File: config.mk
export PLATFORM = sky130hd
export DESIGN_NAME = uhd_alt_func
export DESIGN_NICKNAME = d
export VERILOG_FILES = /design/src/design/uhd_pkg.sv /design/src/design/uhd_alt_func.sv
export SDC_FILE = /design/constraint.sdc
export NUM_CORES = 1
export LEC_CHECK = 0
export ABC_AREA = 1
export BUFFER_PORTS_ARGS = -buffer_cell sky130_fd_sc_hd__buf_2
export CAP_MARGIN = 20
export CORE_MARGIN = 2
export CORE_UTILIZATION = 51
export DETAILED_ROUTE_END_ITERATION = 12
export GPL_ROUTABILITY_DRIVEN = 1
export PLACE_DENSITY = 0.82
export SYNTH_ARGS = -nofsm -noshare
export SYNTH_HDL_FRONTEND = slang
export SYNTH_SLANG_ARGS = --single-unit
File: constraint.sdc
create_clock -name clock -period 2.2 [get_ports clock]
set_input_delay 0.22 -clock clock [delete_from_list [all_inputs] [get_ports clock]]
set_output_delay 0.22 -clock clock [all_outputs]
set_load 0.03 [all_outputs]
File: src/design/uhd_pkg.sv
// Package: register map, field layout and timing constants of the alternate-function block
package uhd_pkg;

  // ----------------------------------------
  // Register byte offsets
  // ----------------------------------------
  localparam logic [3:0] ADDR_AFC = 4'h0;
  localparam logic [3:0] ADDR_EXT = 4'h4;
  localparam logic [3:0] ADDR_STATUS = 4'h8;

  // ----------------------------------------
  // Alternate function control fields
  // ----------------------------------------
  localparam int AFC_CONCURRENT = 0;
  localparam int AFC_IR = 1;
  localparam int AFC_HD = 2;
  localparam int AFC_LG = 3;
  localparam int AFC_SNOOP = 4;
  localparam int AFC_DLY_LO = 5;
  localparam int AFC_DLY_HI = 7;
  localparam int EXT_DLY_TOP = 0;
  localparam logic [7:0] AFC_RESET = 8'h00;
  localparam logic [0:0] EXT_RESET = 1'h0;

  // ----------------------------------------
  // Status fields
  // ----------------------------------------
  localparam int ST_DRIVER = 0;
  localparam int ST_TXGO = 1;
  localparam int ST_HOLDING = 2;
  localparam int ST_RXEN = 3;
  localparam int ST_TIMEOUT = 4;
  localparam int ST_TXIRQ = 5;
  localparam int ST_DECRX = 6;

  // ----------------------------------------
  // Timing in sixteen-times clock ticks
  // ----------------------------------------
  localparam logic [3:0] LAST_TICK = 4'hf;
  localparam logic [3:0] IR_PULSE_ON = 4'h6;
  localparam logic [3:0] IR_PULSE_OFF = 4'h9;
  localparam logic [4:0] DEC_LOW_TICKS = 5'h10;

  // ----------------------------------------
  // Bus responses
  // ----------------------------------------
  localparam logic [1:0] RESP_OKAY = 2'h0;
  localparam logic [1:0] RESP_SLVERR = 2'h2;

  typedef enum logic [3:0] {
    DE_IDLE = 4'h1,
    DE_LEAD = 4'h2,
    DE_ACTIVE = 4'h4,
    DE_HOLD = 4'h8
  } uhd_de_e;

endpackage

File: src/design/uhd_alt_func.sv
// Module: half-duplex driver enable, receive gating and infrared coding of one UART channel
//
// The register addresses and the AXI4-Lite interface to the registers are this design's own decisions.
`timescale 1ns/10ps

module uhd_alt_func
  import uhd_pkg::*;
#(
  parameter int AddrW = 4,
  parameter int DelayW = 4
) (
  input wire logic clock,
  input wire logic rst,
  input wire logic [AddrW-1:0] awaddr,
  input wire logic awvalid,
  output logic awready,
  input wire logic [31:0] wdata,
  input wire logic [3:0] wstrb,
  input wire logic wvalid,
  output logic wready,
  output logic [1:0] bresp,
  output logic bvalid,
  input wire logic bready,
  input wire logic [AddrW-1:0] araddr,
  input wire logic arvalid,
  output logic arready,
  output logic [31:0] rdata,
  output logic [1:0] rresp,
  output logic rvalid,
  input wire logic rready,
  input wire logic sixteenXBitClock,
  input wire logic txFifoEmpty,
  input wire logic txShiftEmpty,
  input wire logic txFifoWrite,
  input wire logic loopbackControlBit,
  input wire logic coreTxd,
  input wire logic rxPin,
  output logic lineDriverEnableOut,
  output logic txGo,
  output logic txIrqPermit,
  output logic rxEnable,
  output logic rxTimeoutEnable,
  output logic txPin,
  output logic coreRxd
);

  // ----------------------------------------
  // Helpers
  // ----------------------------------------
  function automatic logic isMapped(input logic [AddrW-1:0] addr);
    isMapped = (addr == ADDR_AFC) || (addr == ADDR_EXT) || (addr == ADDR_STATUS);
  endfunction

  logic [7:0] altFunctionControl;
  logic [0:0] delayTop;
  logic hdMode;
  logic irMode;
  logic largeBlock;
  logic snoop;
  logic [DelayW-1:0] holdDelay;
  logic pending;
  uhd_de_e stateQ;
  uhd_de_e next_state;
  logic [3:0] subCnt;
  logic [DelayW-1:0] holdCnt;
  logic bitTick;
  logic [3:0] encPhase;
  logic rxPrev;
  logic rxFall;
  logic [4:0] decCnt;
  logic [AddrW-1:0] awAddrQ;
  logic [7:0] wByteQ;
  logic wLaneQ;
  logic [7:0] statusByte;

  assign hdMode = altFunctionControl[AFC_HD];
  assign irMode = altFunctionControl[AFC_IR];
  assign largeBlock = altFunctionControl[AFC_LG];
  assign snoop = altFunctionControl[AFC_SNOOP];
  assign holdDelay = {delayTop, altFunctionControl[AFC_DLY_HI:AFC_DLY_LO]};
  assign pending = !txFifoEmpty || !txShiftEmpty;
  assign bitTick = sixteenXBitClock && (subCnt == LAST_TICK);
  assign rxFall = rxPrev && !rxPin;

  // ----------------------------------------
  // Write channel
  // ----------------------------------------
  // Address and data are taken in either order; the write lands once both are held
  always_ff @(posedge clock) begin
    if (rst) begin
      awready <= 1'b1;
      wready <= 1'b1;
      bvalid <= 1'b0;
      bresp <= RESP_OKAY;
      awAddrQ <= '0;
      wByteQ <= 8'h00;
      wLaneQ <= 1'b0;
    end else begin
      if (awvalid && awready) begin
        awready <= 1'b0;
        awAddrQ <= awaddr;
      end
      if (wvalid && wready) begin
        wready <= 1'b0;
        wByteQ <= wdata[7:0];
        wLaneQ <= wstrb[0];
      end
      if (!awready && !wready && !bvalid) begin
        bvalid <= 1'b1;
        bresp <= isMapped(awAddrQ) ? RESP_OKAY : RESP_SLVERR;
      end
      if (bvalid && bready) begin
        bvalid <= 1'b0;
        awready <= 1'b1;
        wready <= 1'b1;
      end
    end
  end

  always_ff @(posedge clock) begin
    if (rst) begin
      altFunctionControl <= AFC_RESET;
      delayTop <= EXT_RESET;
    end else if (!awready && !wready && !bvalid && wLaneQ) begin
      if (awAddrQ == ADDR_AFC) begin
        altFunctionControl <= wByteQ;
      end
      if (awAddrQ == ADDR_EXT) begin
        delayTop <= wByteQ[EXT_DLY_TOP];
      end
    end
  end

  // ----------------------------------------
  // Read channel
  // ----------------------------------------
  always_comb begin
    statusByte = 8'h00;
    statusByte[ST_DRIVER] = lineDriverEnableOut;
    statusByte[ST_TXGO] = txGo;
    statusByte[ST_HOLDING] = (stateQ == DE_HOLD);
    statusByte[ST_RXEN] = rxEnable;
    statusByte[ST_TIMEOUT] = rxTimeoutEnable;
    statusByte[ST_TXIRQ] = txIrqPermit;
    statusByte[ST_DECRX] = coreRxd;
  end

  always_ff @(posedge clock) begin
    if (rst) begin
      arready <= 1'b1;
      rvalid <= 1'b0;
      rdata <= 32'h0000_0000;
      rresp <= RESP_OKAY;
    end else if (arvalid && arready) begin
      arready <= 1'b0;
      rvalid <= 1'b1;
      rresp <= isMapped(araddr) ? RESP_OKAY : RESP_SLVERR;
      if (araddr == ADDR_AFC) begin
        rdata <= {24'h00_0000, altFunctionControl};
      end else if (araddr == ADDR_EXT) begin
        rdata <= {31'h0000_0000, delayTop};
      end else if (araddr == ADDR_STATUS) begin
        rdata <= {24'h00_0000, statusByte};
      end else begin
        rdata <= 32'h0000_0000;
      end
    end else if (rvalid && rready) begin
      rvalid <= 1'b0;
      arready <= 1'b1;
    end
  end

  // ----------------------------------------
  // Driver enable sequencing
  // ----------------------------------------
  always_comb begin
    next_state = stateQ;
    case (stateQ)
      DE_IDLE: begin
        if (hdMode && pending) begin
          next_state = DE_LEAD;
        end
      end
      DE_LEAD: begin
        if (bitTick) begin
          next_state = DE_ACTIVE;
        end
      end
      DE_ACTIVE: begin
        if (!pending && !txFifoWrite) begin
          next_state = (holdDelay == '0) ? DE_IDLE : DE_HOLD;
        end
      end
      DE_HOLD: begin
        if (pending || txFifoWrite) begin
          next_state = DE_ACTIVE;
        end else if (bitTick && (holdCnt == holdDelay - 1'b1)) begin
          next_state = DE_IDLE;
        end
      end
      default: begin
        next_state = DE_IDLE;
      end
    endcase
    if (!hdMode) begin
      next_state = DE_IDLE;
    end
  end

  always_ff @(posedge clock) begin
    if (rst) begin
      stateQ <= DE_IDLE;
    end else begin
      stateQ <= next_state;
    end
  end

  // Phase within the current bit time; restarts on each state change
  always_ff @(posedge clock) begin
    if (rst || (next_state != stateQ)) begin
      subCnt <= 4'h0;
    end else if (sixteenXBitClock) begin
      subCnt <= subCnt + 4'h1;
    end
  end

  always_ff @(posedge clock) begin
    if (rst || stateQ != DE_HOLD || pending || txFifoWrite) begin
      holdCnt <= '0;
    end else if (bitTick) begin
      holdCnt <= holdCnt + 1'b1;
    end
  end

  always_ff @(posedge clock) begin
    if (rst) begin
      lineDriverEnableOut <= 1'b0;
      txGo <= 1'b0;
    end else begin
      lineDriverEnableOut <= (next_state != DE_IDLE);
      // Outside half-duplex the transmitter is never held back
      txGo <= !hdMode || (next_state == DE_ACTIVE) || (next_state == DE_HOLD);
    end
  end

  // ----------------------------------------
  // Interrupt and receiver gating
  // ----------------------------------------
  always_ff @(posedge clock) begin
    if (rst) begin
      txIrqPermit <= 1'b1;
      rxEnable <= 1'b1;
      rxTimeoutEnable <= 1'b0;
    end else begin
      // In half-duplex, held until both shift register and FIFO drain when large-block is off
      txIrqPermit <= !hdMode || largeBlock || !pending;
      // Loopback always stores; snoop matters only in half-duplex or infrared
      rxEnable <= loopbackControlBit || snoop || !(hdMode || irMode);
      rxTimeoutEnable <= snoop;
    end
  end

  // ----------------------------------------
  // Infrared encoder
  // ----------------------------------------
  // Only the slow single-bit scheme; every frame bit coded alike
  always_ff @(posedge clock) begin
    if (rst || coreTxd) begin
      encPhase <= 4'h0;
    end else if (sixteenXBitClock) begin
      encPhase <= encPhase + 4'h1;
    end
  end

  always_ff @(posedge clock) begin
    if (rst) begin
      txPin <= 1'b0;
    end else if (!irMode) begin
      txPin <= coreTxd;
    end else if (coreTxd) begin
      txPin <= 1'b0;
    end else if (sixteenXBitClock) begin
      txPin <= (encPhase >= IR_PULSE_ON) && (encPhase < IR_PULSE_OFF);
    end
  end

  // ----------------------------------------
  // Infrared decoder
  // ----------------------------------------
  // Works from falling edges: a positive pulse decodes on its trailing edge
  always_ff @(posedge clock) begin
    if (rst) begin
      rxPrev <= 1'b1;
      decCnt <= 5'h00;
    end else begin
      rxPrev <= rxPin;
      if (rxFall) begin
        decCnt <= DEC_LOW_TICKS;
      end else if (sixteenXBitClock && decCnt != 5'h00) begin
        decCnt <= decCnt - 5'h01;
      end
    end
  end

  always_ff @(posedge clock) begin
    if (rst) begin
      coreRxd <= 1'b1;
    end else begin
      coreRxd <= irMode ? (decCnt == 5'h00) : rxPin;
    end
  end
endmodule // uhd_alt_func

==> results.toml <==
[run_status]
status = "finished clean"

[routing]
avgRoutedWirePerCell_um = 11.6
route.vias.total = 2791
drt_iter0_drc = 145
wl_um = 6550
ant_nets = 0
drcViolationCount = 0
via_per_inst = 4.93
firstDrtPassIters = 4

[cts]
cts_inserted_buffers = 9
clk_latency_ns = 0.35
root_buffer = "clkbuf_8"
cts-htree-levels = 3
cts_sinks = 66
post_cts_buffers = 0
path_clk_slew_ns = 0.07
cts_tree = "yes"
hold_buffers = 0
cts_resized = 0
cts.path.max_buffers = 2

[min_path]
whs_endpoint = "rxEnable"
holdPathStages = 3
hold_start = "loopbackControlBit"
holdCritPathClass = "in2reg"

[floorplanning]
ios = 106
die_area_um2 = 6970
num_rows = 28
start_util_pct = 53.5
coreArea_um2 = 6030
chipWidth_um = 83.5
die_h_um = 83.5

[synthesis]
synth-async-reset-ratio_pct = 0
yosys_warnings = 0
synth_area_um2 = 3220
synth-main-ff-cell = "dfxtp_1"
synth_top_area_share_pct = 41.0
yosysMostFrequentCell = "nand2_1"
yosysSeqAreaShare_pct = 41.0
yosys.area.top_type = "dfxtp_1"
synth_area_leaders = "dfxtp_1 (41%), nand2_1 (9.2%), nor2_1 (6.3%)"
synthCells = 431
synth-edff-count = 0
postSynthAreaPerCell_um2 = 7.48
synth_seq_cells = 66
synthTopCellsByCount = "nand2_1 (79), dfxtp_1 (66), nor2_1 (54)"
ys_types = 41

[cells_and_area]
fill_cells = 556
fin_nets = 552
diodes = 0
area_growth_pct = 13.8
layout-drive-gt1-share_pct = 19.6

[run]
cap_viol_max_count = 0

[critical_path]
regToRegEndpoint = "subCnt[1]"
worstSetupStartpoint = "altFunctionControl[5]"
reg2reg_from = "altFunctionControl[5]"
reg2regPathDepth = 13
crit_required_ns = 2.47
start_kind = "flip-flop"
critPathArrivalTime_ns = 2.06
crit_type = "reg2reg"
cp-end-kind = "flip-flop"
rrSetupSlack_ns = 0.41
cp_max_fo = 4

[place]
place.gp.congestion = 0.917
io_buffers = 52
place.detailed.hpwl_um = 4990
post-place-ws_ns = 0.417

[sta]
setup_slack_ns = 0.409
tns_ns = 0
finalHoldViolCount = 0
rsz0062_at_grt = "false"
max_freq_mhz = 558
skew_ns = 0.00872
period_share_pct = 81.4
finalSetupViolations = 0
period_needed_ns = 1.79
drv_slew = 0

[power_and_ir_drop]
peakVddDrop_v = 0.000576
power_density_nw_per_um2 = 771
power.leakage_nw = 1.68

[global_route]
grt_pass1_wl_um = 11200
antenna_found_initial = 0
track_usage_pct = 19.8
grt_max_degree = 24
grt-ovfl-total = 0
grt_pass1_vias = 2549
worst max path at each step:
stage | to | depth (start not counted)
2_1_floorplan | subCnt[0] | 14
3_3_place_gp | subCnt[2] | 13
3_5_place_dp | subCnt[1] | 13
4_1_cts | subCnt[1] | 13
5_1_grt | subCnt[0] | 13
6_report | subCnt[1] | 13
cells in the final DEF (no fill, tap or decap), types with 3 or more instances in the layout:
cell,instances
a211oi_1,3
a21oi_1,23
a31oi_1,3
buf_2,52
clkbuf_8,9
clkinv_4,3
conb_1,26
dfxtp_1,66
ha_1,8
inv_1,53
inv_2,3
nand2_1,79
nand2_2,5
nand3_1,12
nand4_1,4
nor2_1,54
nor2_2,4
nor3_1,7
nor4_1,3
o21ai_0,32
o221ai_1,6
or2_2,3
xor2_1,5
flip-flops by register name (all words and copies together), names as in the netlist, 4 cells and up:
register            count
altFunctionControl      8
awAddrQ                 4
decCnt                  5
encPhase                4
holdCnt                 4
rdata                   8
stateQ                  4
subCnt                  4
wByteQ                  8
power by group:
part | switching (W) | internal [W]
Sequential | 0.0000410 | 0.00126
Clock | 0.000505 | 0.000647
Combinational | 0.000264 | 0.000114
per-stage QoR:
step           total power, W  cell area [µm²]  util (%)  hold slack [ns]  instances
3_5_place_dp          0.00170             3440      57.1            0.430        550
5_1_grt               0.00297             3670      60.9           0.0654        566
6_report              0.00283             3670      60.9           0.0679        566
4_1_cts               0.00285             3670      60.9           0.0615        566
3_3_place_gp          0.00169             3440      57.1            0.431        550
2_1_floorplan         0.00164             3320         -            0.322        456
logic make-up after synthesis:
logic type               share of synthesized area, %
multiplexers                                    0.311
adder cells (fa/ha/maj)                          3.11
AO/OA/AOI/OAI                                    14.4
XOR/XNOR                                         1.63
other                                           0.116
buffers and inverters                            14.4
flip-flops                                       41.0
AND/OR/NAND/NOR                                  25.1
worst max-delay path, stage by stage, from the launching register on:
cell and delay, ns:
dfxtp_1 0.38, inv_1 0.11, ha_1 0.33, inv_1 0.06, nand2_1 0.04, nand2_1 0.05
nand2_1 0.05, nor2_1 0.09, nand3_1 0.10, nand2_1 0.08, nand2_1 0.09, nand3_1 0.10
nand3_2 0.11, nor3_1 0.14
per-layer routing:
layer	GRT usage (%)	vias up	part of all wire (%)
met5	0	-	0
met3	7.42	10	5.3
met4	6.60	0	1.1
met1	23.4	1251	44
li1	-	1458	-
met2	33.1	72	49
area by class of cell:
| class | count | area [µm²] | area share, % |
|---|---|---|---|
| Tap cell | 75 | 93.8 | 2.56 |
| Inverter | 58 | 219 | 5.97 |
| Multi-Input combinational cell | 297 | 1530 | 41.8 |
| Clock inverter | 7 | 103 | 2.80 |
| Sequential cell | 66 | 1320 | 36.0 |
| Timing Repair Buffer | 54 | 275 | 7.50 |
| Clock buffer | 9 | 124 | 3.38 |
Power figures use the tool's default switching activity.
